File: config.mk
export PLATFORM = sky130hd
export DESIGN_NAME = des_status
export DESIGN_NICKNAME = d
export VERILOG_FILES = /design/src/verilog/des_status.v
export VERILOG_INCLUDE_DIRS = /design/src /design/src/verilog
export SDC_FILE = /design/constraint.sdc
export NUM_CORES = 1
export LEC_CHECK = 0
export ABC_CLOCK_PERIOD_IN_PS = 2400
export BUFFER_PORTS_ARGS = -buffer_cell sky130_fd_sc_hd__buf_2
export CORE_UTILIZATION = 52
export DETAILED_ROUTE_END_ITERATION = 6
export GPL_TIMING_DRIVEN = 0
export HOLD_SLACK_MARGIN = 0.06
export PLACE_DENSITY = 0.88
export SYNTH_ARGS = -nofsm -noshare
export SYNTH_HDL_FRONTEND = slang
export SYNTH_SLANG_ARGS = --single-unit
File: constraint.sdc
create_clock -name core_clk -period 2.4 [get_ports core_clk]
set_input_delay 0.36 -clock core_clk [delete_from_list [all_inputs] [get_ports core_clk]]
set_output_delay 0.36 -clock core_clk [all_outputs]
set_load 0.01 [all_outputs]
File: src/verilog/des_defs.vh
`ifndef DES_DEFS_VH
`define DES_DEFS_VH
`define DES_ADDR_W 4
`define DES_OFF_STATUS 4'h0
`define DES_OFF_MASK 4'h1
`define DES_OFF_CONFIG 4'h2
`define DES_OFF_TXCTL 4'h3
`define DES_BIT_TXDONE 0
`define DES_BIT_TXIDLE 1
`define DES_BIT_TXDU 2
`define DES_BIT_REARLY 3
`define DES_BIT_RX_ERROR_FLAG 4
`define DES_BIT_TXUF 5
`define DES_BIT_RXDONE 6
`define DES_BIT_RBU 7
`define DES_BIT_ABN 15
`define DES_BIT_NRM 16
`define DES_NORMAL_MASK 8'h45
`define DES_ABN_MASK 8'hba
`define DES_CFG_EARLY_ON 31
`define DES_CFG_THR_LSB 21
`define DES_RST_STATUS 8'h00
`define DES_RST_MASK 8'h00
`define DES_RST_CONFIG 32'h00000000
`define DES_TXD0_UF_BIT 1
`define DES_TXD1_IRQ_BIT 31
`endif

File: src/verilog/des_status.v
// The implementer's own choices: the address-and-strobe port and the register addresses.
`timescale 1ns/1ns
`include "des_defs.vh"
// What this block does
// - No receive buffer: set bit 7, suspend receive
// - Bit 7 only after a buffer existed
// - Bit 7 not counted; one clear
// - Frame received, status written: set bit 6
// - Transmit FIFO empty mid-packet: set bit 5
// - After underflow, walk descriptors to last
// - Write underflow status bit 1 to last
// - Then transmit the next packet
// - Receive error after partial store: bit 4
// - Unmasked receive error interrupts, packet aborted
// - Early receive at long-word threshold: bit 3
// - Bit 3 cleared by receive done/error
// - No transmit descriptor at start: bit 2 if idle or sending, suspend if idle
// - Bit 2 not counted; one clear
// - Bit 1 high while transmitter idle
// - Frame done with request bit: bit 0
// - Write 1 clears (not bit 1, which follows idle), 0 leaves unchanged
// - Normal summary ORs unmasked bits 0,2,6
// - Abnormal summary ORs unmasked abnormal bits
module des_status #(
   parameter THR_W = 8
) (
   input wire core_clk,
   input wire nrst,
   input wire [`DES_ADDR_W-1:0] reg_addr,
   input wire [31:0] reg_wdata,
   input wire reg_wr,
   input wire reg_rd,
   output reg [31:0] reg_rdata,
   input wire rx_buf_avail,
   input wire rx_frame_done,
   input wire rx_media_error,
   input wire rx_word_moved,
   input wire rx_frame_start,
   input wire tx_fifo_empty,
   input wire tx_frame_active,
   input wire tx_frame_done,
   input wire tx_desc_avail,
   input wire tx_desc_last,
   input wire tx_desc_irq_bit,
   input wire tx_desc_ack,
   input wire tx_start,
   output reg rx_suspend,
   output reg rx_abort,
   output reg tx_suspend,
   output wire tx_desc_fetch,
   output wire tx_data_fetch,
   output reg tx_status_write,
   output reg [31:0] tx_desc_word0,
   output wire irq_out_n,
   output wire normal_summary,
   output wire abnormal_summary
);
   localparam TX_IDLE = 5'h01;
   localparam TX_SEND = 5'h02;
   localparam TX_WALK = 5'h04;
   localparam TX_WBACK = 5'h08;
   localparam TX_SUSP = 5'h10;

   reg [7:0] sts_q;
   reg [7:0] sts_d;
   reg [7:0] mask_q;
   reg [31:0] cfg_q;
   reg [4:0] tx_st_q;
   reg [4:0] tx_st_d;
   reg rx_had_buf_q;
   reg rx_part_q;
   reg [THR_W-1:0] rx_words_q;
   reg rx_early_done_q;

   wire wr_sts = reg_wr && (reg_addr == `DES_OFF_STATUS);
   wire [7:0] clr = wr_sts ? reg_wdata[7:0] : 8'h00;
   wire [7:0] unmasked = sts_q & mask_q;
   wire [THR_W-1:0] thr = cfg_q[`DES_CFG_THR_LSB +: THR_W];
   wire tx_idle = (tx_st_q == TX_IDLE);
   wire rbu_ev = rx_had_buf_q && !rx_buf_avail && !rx_suspend;
   wire uf_ev = (tx_st_q == TX_SEND) && tx_frame_active && tx_fifo_empty;
   wire rx_error_flag_ev = rx_media_error && rx_part_q;
   wire early_ev = cfg_q[`DES_CFG_EARLY_ON] && (thr != {THR_W{1'b0}}) &&
      !rx_early_done_q && rx_word_moved &&
      (rx_words_q + 1'b1 == thr);
   wire txdu_ev = !tx_desc_avail && (tx_st_q == TX_SEND || tx_st_q == TX_IDLE) &&
      tx_start;
   wire txdone_ev = (tx_st_q == TX_SEND) && tx_frame_done && tx_desc_irq_bit;

   assign normal_summary = |(unmasked & `DES_NORMAL_MASK);
   assign abnormal_summary = |(unmasked & `DES_ABN_MASK);
   assign irq_out_n = !(normal_summary || abnormal_summary);
   assign tx_desc_fetch = (tx_st_q == TX_WALK);
   assign tx_data_fetch = (tx_st_q == TX_SEND) && !uf_ev;

   // Set wins over a same-cycle clear
   always @* begin
      sts_d = sts_q & ~clr;
      if (txdone_ev)
         sts_d[`DES_BIT_TXDONE] = 1'b1;
      sts_d[`DES_BIT_TXIDLE] = tx_idle;
      if (txdu_ev)
         sts_d[`DES_BIT_TXDU] = 1'b1;
      if (early_ev)
         sts_d[`DES_BIT_REARLY] = 1'b1;
      if (rx_error_flag_ev)
         sts_d[`DES_BIT_RX_ERROR_FLAG] = 1'b1;
      if (uf_ev)
         sts_d[`DES_BIT_TXUF] = 1'b1;
      if (rx_frame_done)
         sts_d[`DES_BIT_RXDONE] = 1'b1;
      if (rbu_ev)
         sts_d[`DES_BIT_RBU] = 1'b1;
      if (rx_frame_done || rx_error_flag_ev)
         sts_d[`DES_BIT_REARLY] = 1'b0;
   end

   always @* begin
      tx_st_d = tx_st_q;
      case (tx_st_q)
         TX_IDLE: begin
            if (tx_start)
               tx_st_d = tx_desc_avail ? TX_SEND : TX_SUSP;
         end
         TX_SEND: begin
            if (uf_ev)
               tx_st_d = tx_desc_last ? TX_WBACK : TX_WALK;
            else if (tx_frame_done)
               tx_st_d = TX_IDLE;
         end
         TX_WALK: begin
            if (tx_desc_ack && tx_desc_last)
               tx_st_d = TX_WBACK;
         end
         TX_WBACK: begin
            if (tx_desc_ack)
               tx_st_d = tx_desc_avail ? TX_SEND : TX_SUSP;
         end
         TX_SUSP: begin
            if (tx_desc_avail && tx_start)
               tx_st_d = TX_SEND;
         end
         default: tx_st_d = TX_IDLE;
      endcase
   end

   always @(posedge core_clk or negedge nrst) begin
      if (!nrst) begin
         sts_q <= `DES_RST_STATUS;
         mask_q <= `DES_RST_MASK;
         cfg_q <= `DES_RST_CONFIG;
         tx_st_q <= TX_IDLE;
         rx_had_buf_q <= 1'b0;
         rx_part_q <= 1'b0;
         rx_words_q <= {THR_W{1'b0}};
         rx_early_done_q <= 1'b0;
         rx_suspend <= 1'b0;
         rx_abort <= 1'b0;
         tx_suspend <= 1'b0;
         tx_status_write <= 1'b0;
         tx_desc_word0 <= 32'h00000000;
         reg_rdata <= 32'h00000000;
      end else begin
         sts_q <= sts_d;
         tx_st_q <= tx_st_d;
         if (reg_wr && reg_addr == `DES_OFF_MASK)
            mask_q <= reg_wdata[7:0];
         if (reg_wr && reg_addr == `DES_OFF_CONFIG)
            cfg_q <= reg_wdata;
         // Availability seen once arms the unavailable flag
         if (rx_buf_avail)
            rx_had_buf_q <= 1'b1;
         if (rbu_ev)
            rx_suspend <= 1'b1;
         else if (rx_buf_avail)
            rx_suspend <= 1'b0;
         rx_abort <= rx_error_flag_ev;
         if (rx_frame_start || rx_frame_done || rx_error_flag_ev) begin
            rx_part_q <= 1'b0;
            rx_words_q <= {THR_W{1'b0}};
            rx_early_done_q <= 1'b0;
         end else if (rx_word_moved) begin
            rx_part_q <= 1'b1;
            rx_words_q <= rx_words_q + 1'b1;
            if (early_ev)
               rx_early_done_q <= 1'b1;
         end
         tx_suspend <= (tx_st_d == TX_SUSP);
         tx_status_write <= (tx_st_d == TX_WBACK);
         if (tx_st_d == TX_WBACK)
            tx_desc_word0 <= 32'h00000001 << `DES_TXD0_UF_BIT;
         reg_rdata <= 32'h00000000;
         if (reg_rd) begin
            case (reg_addr)
               `DES_OFF_STATUS: reg_rdata <= {15'h0000, normal_summary,
                  abnormal_summary, 7'h00, sts_q};
               `DES_OFF_MASK: reg_rdata <= {24'h000000, mask_q};
               `DES_OFF_CONFIG: reg_rdata <= cfg_q;
               `DES_OFF_TXCTL: reg_rdata <= {27'h0000000, tx_st_q};
               default: reg_rdata <= 32'h00000000;
            endcase
         end
      end
   end
endmodule // des_status

==> results of run 1 <==
synthesized netlist by cell type (2+ instances only):
| library cell | count | area [µm²] |
|---|---|---|
| nand2_1 | 34 | 128 |
| clkbuf_1 | 8 | 30.0 |
| a22oi_1 | 12 | 90.1 |
| o22ai_1 | 2 | 12.5 |
| or3_1 | 2 | 12.5 |
| a32o_1 | 2 | 20.0 |
| buf_6 | 6 | 67.6 |
| mux2_1 | 4 | 45.0 |
| nand3_1 | 3 | 15.0 |
| xor2_1 | 7 | 61.3 |
| and2_1 | 3 | 18.8 |
| nor2_1 | 29 | 109 |
| nand4_1 | 3 | 18.8 |
| mux2_2 | 41 | 462 |
| a211oi_1 | 2 | 15.0 |
| a21o_1 | 5 | 37.5 |
| dfrtp_1 | 100 | 2500 |
| nor3_1 | 4 | 20.0 |
| nand3b_1 | 2 | 15.0 |
| and3b_1 | 2 | 17.5 |
| xnor2_1 | 8 | 70.1 |
| buf_4 | 33 | 248 |
| o21ai_0 | 4 | 20.0 |
| and3_1 | 24 | 150 |
| a21oi_1 | 10 | 50.1 |
| and2b_1 | 2 | 15.0 |
| inv_1 | 6 | 22.5 |
| mux2i_1 | 2 | 20.0 |
| o2bb2ai_1 | 3 | 26.3 |
| nor4_1 | 2 | 12.5 |
flip-flops by register name, summed over array words and instances (netlist names):
register and flops:
cfg_q 32, reg_rdata 32, mask_q 8, rx_words_q 8, sts_q 8, tx_st_q 5
rx_abort 1, rx_early_done_q 1, rx_had_buf_q 1, rx_part_q 1, rx_suspend 1, tx_desc_word0 1
tx_status_write 1, tx_suspend 1
report_power, final:
part,total [mW],switching (mW),internal [mW]
clock,1.10,0.586,0.513
combinational,0.757,0.365,0.392
sequential,2.13,0.187,1.94
total,3.98,1.14,2.85
path summary, 6_finish.rpt:
kind                               endpoint  slack [ps]
max reg2reg                        sts_q[3]         410
min reg2reg                tx_desc_word0[1]         470
max in group asynchronous          sts_q[6]        1680
max                           tx_data_fetch         190
min                           reg_rdata[21]          50
min in group core_clk            rx_suspend         150
per-stage QoR:
step | power (mW) | setup WS, ps | std cells
final | 3.98 | 195 | 644
after global routing | 4.18 | 23.8 | 644
after CTS | 3.99 | 214 | 644
after detailed placement | 2.91 | 440 | 628
after global placement | 2.85 | 49.6 | 627
after floorplan | 2.63 | 631 | 427
area by class of cell:
type | count | area [µm²] | area share [%]
flip-flops and latches | 101 | 2530 | 45.4
inverters | 6 | 22.5 | 0.404
repair buffers | 93 | 483 | 8.67
plain buffers | 48 | 350 | 6.29
clock buffers | 11 | 141 | 2.54
clock inverters | 5 | 58.8 | 1.06
multi-input cells | 272 | 1850 | 33.2
well taps | 108 | 135 | 2.43
per-layer routing:
| layer | part of all wire (%) | vias to the layer above | GRT usage [%] | wire [µm] |
|---|---|---|---|---|
| met5 | 0 | - | 0 | 0 |
| met4 | 2.5 | 0 | 10.0 | 242 |
| met3 | 7.6 | 22 | 6.03 | 753 |
| met2 | 48 | 132 | 34.9 | 4770 |
| met1 | 41 | 1670 | 28.3 | 4080 |
| li1 | - | 1596 | - | - |
worst max-delay path: cells and delay by family (launching register included):
| kind | cells | cell delay [ps] |
|---|---|---|
| and+or+nand+nor | 3 | 550 |
| buffers and inverters | 3 | 450 |
| DFF | 1 | 470 |
logic make-up (layout without fill, tap and decap cells):
family | Yosys count | after routing
flops | 101 | 101
other cells | 1 | 31
xor+xnor | 15 | 15
mux | 47 | 47
compound gates | 54 | 54
simple gates | 124 | 124
fa+ha+maj | 1 | 1
buf+inv | 54 | 163
==> summary by stage, run 1 <==
Worst setup path
The most critical setup path has its startpoint at tx_st_q[4]. The setup path with the least slack is of type register to output pin. Measured in cells, the most critical reg-to-reg path has a length of 6. The kind of capture point of the worst setup path is an output pin.

The startpoint identified for the worst register-to-register timing path is rx_words_q[0]. Data on the critical path is required at its endpoint by 2040 ps. The maximum fanout encountered on the critical timing path is 7. The critical path launch point type is a register. The arrival time of data at the critical path endpoint is 1850 ps. For this design, the slowest cell found on the critical path is dfrtp_1. The critical path goes through nor2_1, and3_1, clkbuf_1, nand2_1, inv_1, buf_2.

The delay of the slowest critical-path stage is 470 ps.

Floorplanning
For this configuration, the core starts out at a cell density of 53.5%. The core outline area is 8680 µm². From left edge to right edge, the die measures 96.5 µm. The die is 96.5 µm tall.

The die covers 9310 µm². The row count is 34. 126 I/O pins were placed.

Route
The detail route stage leaves a number of antenna-violating nets equal to 0. The pre-antenna-repair detailed-routing pass consisted of 6 iterations. After detailed routing, the average wire length per cell comes to 15.3 µm. The detailed-route vias per instance is 5.31.

The number of DRC markers in iteration 0 is 222. The routed layout has 3420 vias. The detailed-route wire length is 9.84 mm. The count of unresolved DRC violations after routing is 1.

Logic synthesis
The compound-gate portion of the synthesized area is 8.65%. The sequential fraction of the synthesis area is 54.5%. The count of flip-flops with a built-in enable after synthesis is 0. For this run, the leading register cell type out of synthesis is dfrtp_1. The number of warnings issued by yosys is 0. The post-synthesis mux area share is 11.4%. The share of synthesized flip-flops with an asynchronous set or reset is 100%. The synthesized netlist devotes 14.3% of its cell area to simple gates.

The number of distinct standard cells referenced by the synthesized netlist is 62. Counting flops and latches in the post-synthesis netlist gives 101. The dominant combinational cell family by area after synthesis is simple AND/OR/NAND/NOR gates. The synthesized netlist devotes 2.83% of its cell area to XOR and XNOR gates.

The instance count of the mapped netlist is 397. The mapped netlist covers 4640 µm². Summing the areas of all fa, ha and maj instances in the mapped netlist gives 0.270% of the synthesized area.

The per-instance average area after synthesis is 11.7 µm².

Clock tree
The maximum level of the CTS H-tree is 3. Clock tree synthesis found a total of 101 sinks. The buffer depth of the longest clock path is 2. The count of hold buffers inserted by post-cts repair is 0. The clock latency on the worst-skew pair is 370 ps.

The cell at the root of the clock tree is clkbuf_8. The number of clock buffers added by TritonCTS is 9. After clock tree synthesis, the clock-pin slew on the worst setup and hold paths is 100 ps. TritonCTS built the clock tree. The post-CTS resize count is 0. The post-CTS setup-driven buffer insertion count is 0.

Global route
The number of global-route vias before repair was 3292. The aggregate global routing overflow is 0. The number of antenna violations at the first check in global routing came to 0. The first-pass GRT wire length is 15.6 mm. The pin count of the biggest net entering global routing is 61. The global-route usage over all layers is 22.1%.

Finish
The number of nets at the end of the flow is 585. The antenna diode count is 0. In the layout the commonest cells are dfrtp_1, buf_2, mux2_2.

Cells with a size suffix above 1 make up 37.3% of the layout. Summing all non-filler instances in the final layout gives an area of 5570 µm². The utilization after layout is 64.2%. The fill cell total of the finished layout is 669. From synthesis to final layout, the design area changed by 20.1%.

Leaving out fill and tap cells, the most frequent cell in the layout is dfrtp_1.

STA
The worst path uses 91.9% of the clock period. The final hold slack is 50.9 ps. The maximum clock rate is 0.453 GHz. The smallest clock period supported by the final layout is computed as 2210 ps. At the pin with the least slew margin, the transition time is 735 ps. The number of endpoints failing setup at the final stage is 0. Across the routed clock network, the largest skew measured is 11.6 ps. The hold violation total from the final report came to 0.

The worst pin sits at a relative slew slack of 51.0%. The count of pins over their slew limit is 0. The post-route setup TNS is 0 ps. Setup repair after global routing left no endpoint under its margin.

Outcome
The flow ran to the end, but the final reports show violations. The final reports fail on design-rule violations.

Hold path
The min-delay analysis places its worst path in the category primary input to async pin.

Pwr
The worst voltage drop across the vdd grid is 0.303 mV. The leakage dissipation is 2.89 nW. In this run the power density over the cells is 715 nW/µm².

Placement
The global placement routability congestion is 0.865. The number of I/O port buffers is 92. Summed over all nets, the half-perimeter wirelength after detailed placement is 7.18 mm.

In this run the cell area measured after placement is 5370 µm².

Run
Across the run, the number of max-cap violations was 0.
(Power assumes the default switching activity.)
==> run 2, diff against run 1 <==
--- a/config.mk
+++ b/config.mk
@@ -6,8 +6,8 @@
 export SDC_FILE = /design/constraint.sdc
 export NUM_CORES = 1
 export LEC_CHECK = 0
-export ABC_CLOCK_PERIOD_IN_PS = 2400
-export BUFFER_PORTS_ARGS = -buffer_cell sky130_fd_sc_hd__buf_2
+export ABC_CLOCK_PERIOD_IN_PS = 2750
+export BUFFER_PORTS_ARGS = -buffer_cell sky130_fd_sc_hd__clkbuf_2
 export CORE_UTILIZATION = 52
 export DETAILED_ROUTE_END_ITERATION = 6
 export GPL_TIMING_DRIVEN = 0
==> constraint.sdc (replaced) <==
create_clock -name core_clk -period 2.75 [get_ports core_clk]
set_input_delay 0.4125 -clock core_clk [delete_from_list [all_inputs] [get_ports core_clk]]
set_output_delay 0.4125 -clock core_clk [all_outputs]
set_load 0.01 [all_outputs]
==> run 2 against run 1 <==
  * The run still ends with design-rule violations left
  * Clock skew about the same
  * Final cell count unchanged
  * Utilization decreased by 0.30 points
  * Global-route usage decreased by 0.37 points
  * Clock power decreased by 23%
  * Wire length decreased by 0.51%
  * Worst setup slack improved by 350 ps
  * Largest cell class unchanged
==> summary by stage, run 2 (synthesized netlist as in run 1, its figures left out) <==
Outcome
The run finished, with violations left. The checks that failed: design-rule violations.

Worst setup path
The worst setup path is launched from a register. Walking the worst path, the cells encountered are nor2_1, and3_1, clkbuf_1, nand2_1, inv_1, clkbuf_2. The reg-to-reg critical path startpoint is rx_words_q[0]. On the worst path, the slowest cell contributes a delay of 480 ps. The critical path required time is 2340 ps. The cell type of the slowest stage on the worst timing path is dfrtp_1. For the worst flop-to-flop path, the logic depth is 6.

The critical path contains buffers and inverters numbering 3 combined. The arrival time of data at the critical path endpoint is 1800 ps. Along the worst path, the maximum fanout reaches 7. The category of the critical setup timing path is register to output pin. The worst reg2reg path endpoint is rx_early_done_q. The most critical setup path has its startpoint at tx_st_q[4].

The worst setup path is captured at an output pin. The worst setup slack for register-to-register paths is 740 ps. The family with the most delay on the worst path is simple AND/OR/NAND/NOR gates.

Global route
The number of antenna violations at the first check in global routing is 0. The pin count of the biggest net entering global routing is 61. Global routing consumed, over all layers together, 21.7% of the routing resources.

The first-pass GRT wire length is 15.3 mm. The number of global-route vias before repair is 3172. The aggregate global routing overflow is 0.

Pwr
In this run, the clock network consumes 25.3% of the power. The net switching share of the total power is 29.5%. The switching power is 994 µW.

The portion of total power attributed to combinational logic is 19.5%. IR analysis of the VDD net gives a maximum drop of 0.264 mV. The power per cell area is 607 nW/µm². The post-layout total power is 3.37 mW.

In this run the static leakage power is 2.85 nW. Of the total power, registers draw 55.3%. Internal power comes to 2.37 mW.

Clock tree
In this run the clock root is driven by a clkbuf_8. The post-CTS resize count is 0. The count of hold buffers inserted by post-cts repair is 0. The CTS tree is yes. The maximum level of the CTS H-tree is 3. After clock tree synthesis, the clock-pin slew on the worst setup and hold paths is 100 ps. The clock latency on the worst-skew pair is 370 ps. The number of clock buffers added by TritonCTS is 9.

No sink is reached through more buffers than the 2 on the longest clock path. Buffers added to address setup during post-CTS repair amount to 0. The clock drives 101 sinks.

Floorplanning
From bottom edge to top edge, the die measures 96.5 µm. The number of primary I/O pins is 126. In this run the horizontal extent of the chip is 96.5 µm. The initial utilization of the core area, before any placement, comes to 53.5%. The row count is 34.

The core region is 8680 µm². The die covers 9310 µm².

Route
The detailed-route wire length is 9.79 mm. In the detailed route, the total length drawn on met3 is 677 µm. The met2 wire length is 4.85 mm. The number of routed nets with antenna violations is 0. In the final routed layout, each cell accounts on average for 15.2 µm. The detailed-route vias per instance is 5.24. The detailed router finished its first iteration with 226 violations.

The detailed-route wire length on metal 1 is 4.14 mm. Detailed routing inserted a total of 3375 vias. After detailed routing, the number of remaining DRC violations is 1. Before antenna repair, the detailed router went through 6 iterations.

The top routing layer in use is met4.

Finish
In the final layout, the registers with the most flip-flops are cfg_q (32), reg_rdata (32). Fill cells in the final layout number 652. The post-route netlist has 37.3% of its cells at a drive strength greater than 1. The library cell used most frequently in the layout, excluding fill and tap cells, is dfrtp_1. 0 antenna diodes ended up in the layout. Relative to the synthesized area, the layout overhead comes to 19.5%. For this run, the post-layout net count is 585. The final standard cell count with taps included and fillers excluded is 644. Leaving out fill and tap cells, the most frequent cells in the layout are dfrtp_1, clkbuf_2, mux2_2.

STA
The hold violation total from the final report is 0. The worst pin sits at a relative slew slack of 46.0%. The post-route setup TNS is 0 ps. Setup repair after global routing left no endpoint under its margin. For the final database, setup skew stands at 11.5 ps. The count of pins over their slew limit is 0.

The routed design could run at a clock period as short as 2210 ps. At the pin with the least slew margin, the transition time is 810 ps. The final hold slack is 153 ps. Based on the critical path, the design can be clocked at up to 0.452 GHz. The number of endpoints failing setup at the final stage is 0. The final worst-path cycle share is 80.4%.

Placement
The global placement routability congestion is 0.858. In this run, placement finished with an instance count of 628. The half-perimeter wire length after placement is 7.28 mm. The number of I/O port buffers is 92.

Run
Max-cap violations in this run came to 0.

Hold path
The worst hold-check path type is primary input to async pin.
-- run 2: changes by cell type in the layout (fill, tap and decap cells not counted), sizes merged --
cell / before / now
buf: 133 / 41
inv: 7 / 8
clkbuf: 19 / 110
clkinv: 1 / 2
bufinv: 1 / 0
-- run 2: routing by layer --
layer / vias up / global-route usage [%]
met2: 117 / 36.4
met5: - / 0
met1: 1655 / 27.7
li1: 1593 / -
met4: 0 / 7.60
met3: 10 / 4.77
-- run 2: stage by stage --
step           area [µm²]  util (%)  setup slack [ps]
4_1_cts              5550      63.9               556
3_5_place_dp         5370      61.9               753
2_1_floorplan        4750         -               981
5_1_grt              5550      63.9               425
6_report             5550      63.9               540
3_3_place_gp         5350      61.6               110
-- run 2: layout make-up --
class / count / area (µm²) / area share (%)
buffer: 48 / 350 / 6.32
clock buffer: 10 / 128 / 2.30
clock inverter: 6 / 46.3 / 0.835
inverter: 6 / 22.5 / 0.406
multi-input combinational: 272 / 1850 / 33.4
sequential: 101 / 2530 / 45.6
tap: 108 / 135 / 2.44
timing repair buffer: 93 / 483 / 8.71
-- run 2: power by group through the flow --
stage                     Clock, mW  Sequential (mW)  Combinational, mW
after CTS                     0.864             1.86              0.658
after detailed placement          0             1.88              0.657
after global routing          0.932             1.89              0.731
after global placement            0             1.87              0.621
final                         0.851             1.86              0.655
after floorplan                   0             1.84              0.455
-- run 2: how the worst max path moves through the flow --
stage,to,slack (ps),cells after the start
final,tx_data_fetch,540,6
after global routing,tx_data_fetch,420,6
after CTS,tx_data_fetch,560,6
after detailed placement,mask_q[3],750,4
after global placement,tx_desc_word0[1],110,1
after floorplan,sts_q[3],980,6
==> run 3, diff against run 2 <==
--- a/config.mk
+++ b/config.mk
@@ -6,13 +6,14 @@
 export SDC_FILE = /design/constraint.sdc
 export NUM_CORES = 1
 export LEC_CHECK = 0
-export ABC_CLOCK_PERIOD_IN_PS = 2750
+export ABC_AREA = 1
+export ABC_CLOCK_PERIOD_IN_PS = 2000
 export BUFFER_PORTS_ARGS = -buffer_cell sky130_fd_sc_hd__clkbuf_2
-export CORE_UTILIZATION = 52
+export CORE_UTILIZATION = 47
 export DETAILED_ROUTE_END_ITERATION = 6
 export GPL_TIMING_DRIVEN = 0
 export HOLD_SLACK_MARGIN = 0.06
-export PLACE_DENSITY = 0.88
+export PLACE_DENSITY = 0.85
 export SYNTH_ARGS = -nofsm -noshare
 export SYNTH_HDL_FRONTEND = slang
 export SYNTH_SLANG_ARGS = --single-unit
==> constraint.sdc (replaced) <==
create_clock -name core_clk -period 2 [get_ports core_clk]
set_input_delay 0.3 -clock core_clk [delete_from_list [all_inputs] [get_ports core_clk]]
set_output_delay 0.3 -clock core_clk [all_outputs]
set_load 0.01 [all_outputs]
==> run 3 against run 2 <==
  * The run now ends clean
  * Die area grew 7.3%
  * First-iteration DRC count shrank 29%
  * Register-to-register slack lost 440 ps
  * Final cell count grew 22%
  * Via count grew 12%
  * Total power grew 35%
  * Largest power group unchanged
  * Highest routed layer unchanged
==> summary by stage, run 3 <==
STA
The count of pins over their slew limit was 0. The minimum clock period after layout is 1930 ps. The number of endpoints failing setup at the final stage is 0. The relative max-transition margin is 54.3%. The worst path meets setup with 68.9 ps of slack. The worst path uses 96.6% of the clock period. At the pin with the least slew margin, the transition time is 686 ps. The final hold slack is 131 ps. On the final layout, the worst clock skew is 8.63 ps.

Timing would allow up to 0.518 GHz. The hold violation total from the final report is 0. Setup repair after global routing left no endpoint under its margin.

Clock tree
TritonCTS built the clock tree. The buffer depth of the longest clock path is 2. In this run the number of H-tree levels came out at 3. The total CTS buffers is 9. The total number of clock tree sinks is 101. The clock slew at the register clock pins of the worst setup and hold paths is 110 ps.

For the worst-skew pair, the clock arrives at the later sink with an insertion delay of 360 ps. The cell sitting at the root of the clock tree is a clkbuf_8.

Placement
The number of I/O port buffers is 94. The post-place setup slack is 311 ps. The global placement routability congestion is 0.925. Detailed placement finished with a half-perimeter wire length of 7.57 mm. The count of placed standard cells including taps is 767.

Pwr
The power per cell area is 828 nW/µm². The post-layout total power is 4.55 mW. The worst voltage drop across the vdd grid is 0.399 mV.

The leakage dissipation is 3.02 nW.

Floorplanning
The die span in x is 100 µm. The number of primary I/O pins is 126. The core outline area is 9280 µm². The row count is 35. For this configuration, the core starts out at a cell density of 48.6%. The die span in y is 100 µm.

The area of the die is 9990 µm².

Finish
The largest registers in the layout are cfg_q (32), reg_rdata (32). The sequential cell area is 2530 µm². The multi-input combinational cells in the finished layout cover a total of 1540 µm². The layout overhead on the synthesized area is 21.9%. The finished layout holds 786 standard cells, fillers aside. The filler cells instantiated in the layout total 864.

In the layout the commonest cells are nand2_1, dfrtp_1, clkbuf_2. Leaving out fill and tap cells, the most frequent cell in the layout is nand2_1. Of the cells placed in the final design, the portion with a size suffix greater than 1 is 26.6%.

The number of nets at the end of the flow is 706. The number of antenna diodes in the final layout is 0. Measured on the finished design, the core utilization comes to 59.2%.

Logic synthesis
dfrtp_1 takes more of the synthesized area than any other cell. The synthesized design contains 101 register bits. The number of warnings issued by yosys is 0. After synthesis, the share of flip-flops with an asynchronous set or reset is 100%. A synthesized cell averages 8.79 µm². By area the synthesized netlist is led by dfrtp_1, nand2_1, buf_4, inv_1, nor2_1. The most instantiated library cell after synthesis is nand2_1. The synthesized netlist devotes 0.277% of its cell area to adder and majority cells. The instance count of the mapped netlist is 513. The most used flip-flop cell after synthesis is dfrtp_1. Sorting the synthesized cells by how often they occur yields nand2_1, dfrtp_1, inv_1, nor2_1, buf_4.

Sequential elements use 56.1% of the synthesized area. After Yosys synthesis, and, or, nand and nor cells account for 21.2% of the synthesized area. The post-synthesis cell area is 4510 µm².

The synthesized netlist devotes 9.18% of its cell area to compound gates. The count of flip-flops with a built-in enable after synthesis is 0. By area, the combinational part of the netlist is dominated by simple AND/OR/NAND/NOR gates. Of the post-synthesis cell area, the part taken by muxes is 0.499%.

The portion of synthesized cell area occupied by the leading cell type is 55.5%. After Yosys synthesis, XOR and XNOR cells account for 0.388% of the synthesized area. The number of distinct standard cells referenced by the synthesized netlist is 37.

Worst setup path
At the worst endpoint, the required time is 1700 ps. The library cell appearing most often on the critical path is nand2_1. The worst setup path is launched from a register. The critical path goes through nand2_1, nand2_1, a221oi_1, nand2_1, nor2_1, clkbuf_2.

The largest single stage delay on the critical path is 410 ps. The family with the most delay on the worst path is simple AND/OR/NAND/NOR gates. The number of buffer and inverter instances along the worst setup path is 1. STA classifies the critical path endpoint as an output pin.

The category of the critical setup timing path is register to output pin. The cell type of the slowest stage on the worst timing path is dfrtp_1. The maximum fanout encountered on the critical timing path is 3.

The arrival time of data at the critical path endpoint is 1630 ps.

Route
The detailed-route vias per instance is 4.79. The number of routed nets with antenna violations is 0. The average wire per standard cell is 12.6 µm. The count of unresolved DRC violations after routing is 0. The number of DRC markers in iteration 0 is 160. The detailed-route wire length is 9.91 mm.

Detailed routing inserted a total of 3764 vias. The detailed-routing iteration count for the pre-antenna-repair pass is 4.

Hold path
The min-delay analysis places its worst path in the category primary input to register.

Global route
met2 is the most crowded layer. For this run, global-route usage on met3 was measured as 2.51%. The first global-routing pass estimated 16.2 mm of wire. Global routing consumed, over all layers together, 20.6% of the routing resources.

The number of global-route vias before repair is 3573. For met2 alone, demand over resource in global routing was 35.9%. The number of antenna violations at the first check in global routing came to 0. Global routing used 27.3% of the available met1 tracks.

The pin count of the biggest net entering global routing is 53. For this run the aggregate overflow at the end of global routing stands at 0.

Run
The number of maximum-capacitance violations is 0.

Outcome
The flow ran to the end, and the final reports show no timing, DRC or antenna violations.
-- run 3: changes by cell type after synthesis, sizes merged, moves of 15 or more --
cell and delta:
inv +64, o21ai +25, nand2 +81, mux2 -43
nand3 +22, and3 -25, a21oi +15, nor2 +36
-- run 3: area by class of cell --
type	instances	area share [%]
inverter	70	4.78
timing repair buffer	98	9.56
sequential	101	46.0
multi-input combinational	330	28.0
clock buffer	9	2.25
clock inverter	7	1.18
tap	129	2.94
buffer	42	5.28
-- run 3: timing repair --
action | 4_1_cts | 5_1_grt
buffers inserted | 1 | 1
hold buffers | 1 | 0
endpoints found under the setup margin | 1 | 1
endpoints found under the hold margin | 49 | 0
pin swaps | 1 | 1
resized for setup | 1 | 0
-- run 3: worst paths after layout --
path                       slack (ps)  cells past startpoint               end        startpoint
min in group asynchronous         540                      2     rx_words_q[2]              nrst
hold reg to reg                   470                      1  tx_desc_word0[1]  tx_desc_word0[1]
max in group asynchronous         740                      3        tx_st_q[0]              nrst
setup / recovery                   70                      6         irq_out_n         mask_q[5]
hold / removal                    130                      2          sts_q[7]      rx_buf_avail
setup reg to reg                  300                      8          sts_q[3]     rx_words_q[1]
-- run 3: kinds of logic after synthesis --
family,Yosys count
and+or+nand+nor,221
buffers and inverters,112
DFF,101
AOI/OAI and AO/OA,73
xor gates and xnor gates,2
muxes,2
adders and majority gates,1
other,1
-- run 3: power breakdown --
| group | internal, mW | total [mW] | switching, mW |
|---|---|---|---|
| Clock | 0.483 | 1.24 | 0.761 |
| Sequential | 2.31 | 2.48 | 0.175 |
| Combinational | 0.329 | 0.825 | 0.496 |
-- run 3: layer usage --
| layer | share of wire, % | vias to the layer above |
|---|---|---|
| met5 | 0 | - |
| met4 | 0.62 | 0 |
| met3 | 5.0 | 6 |
| met2 | 50 | 124 |
| met1 | 45 | 1800 |
| li1 | - | 1834 |
-- run 3: through the flow --
step	TNS, ps	area (µm²)
6_report	0	5500
4_1_cts	0	5490
3_5_place_dp	0	5280
5_1_grt	0	5500
3_3_place_gp	-61890	5250
2_1_floorplan	0	4620
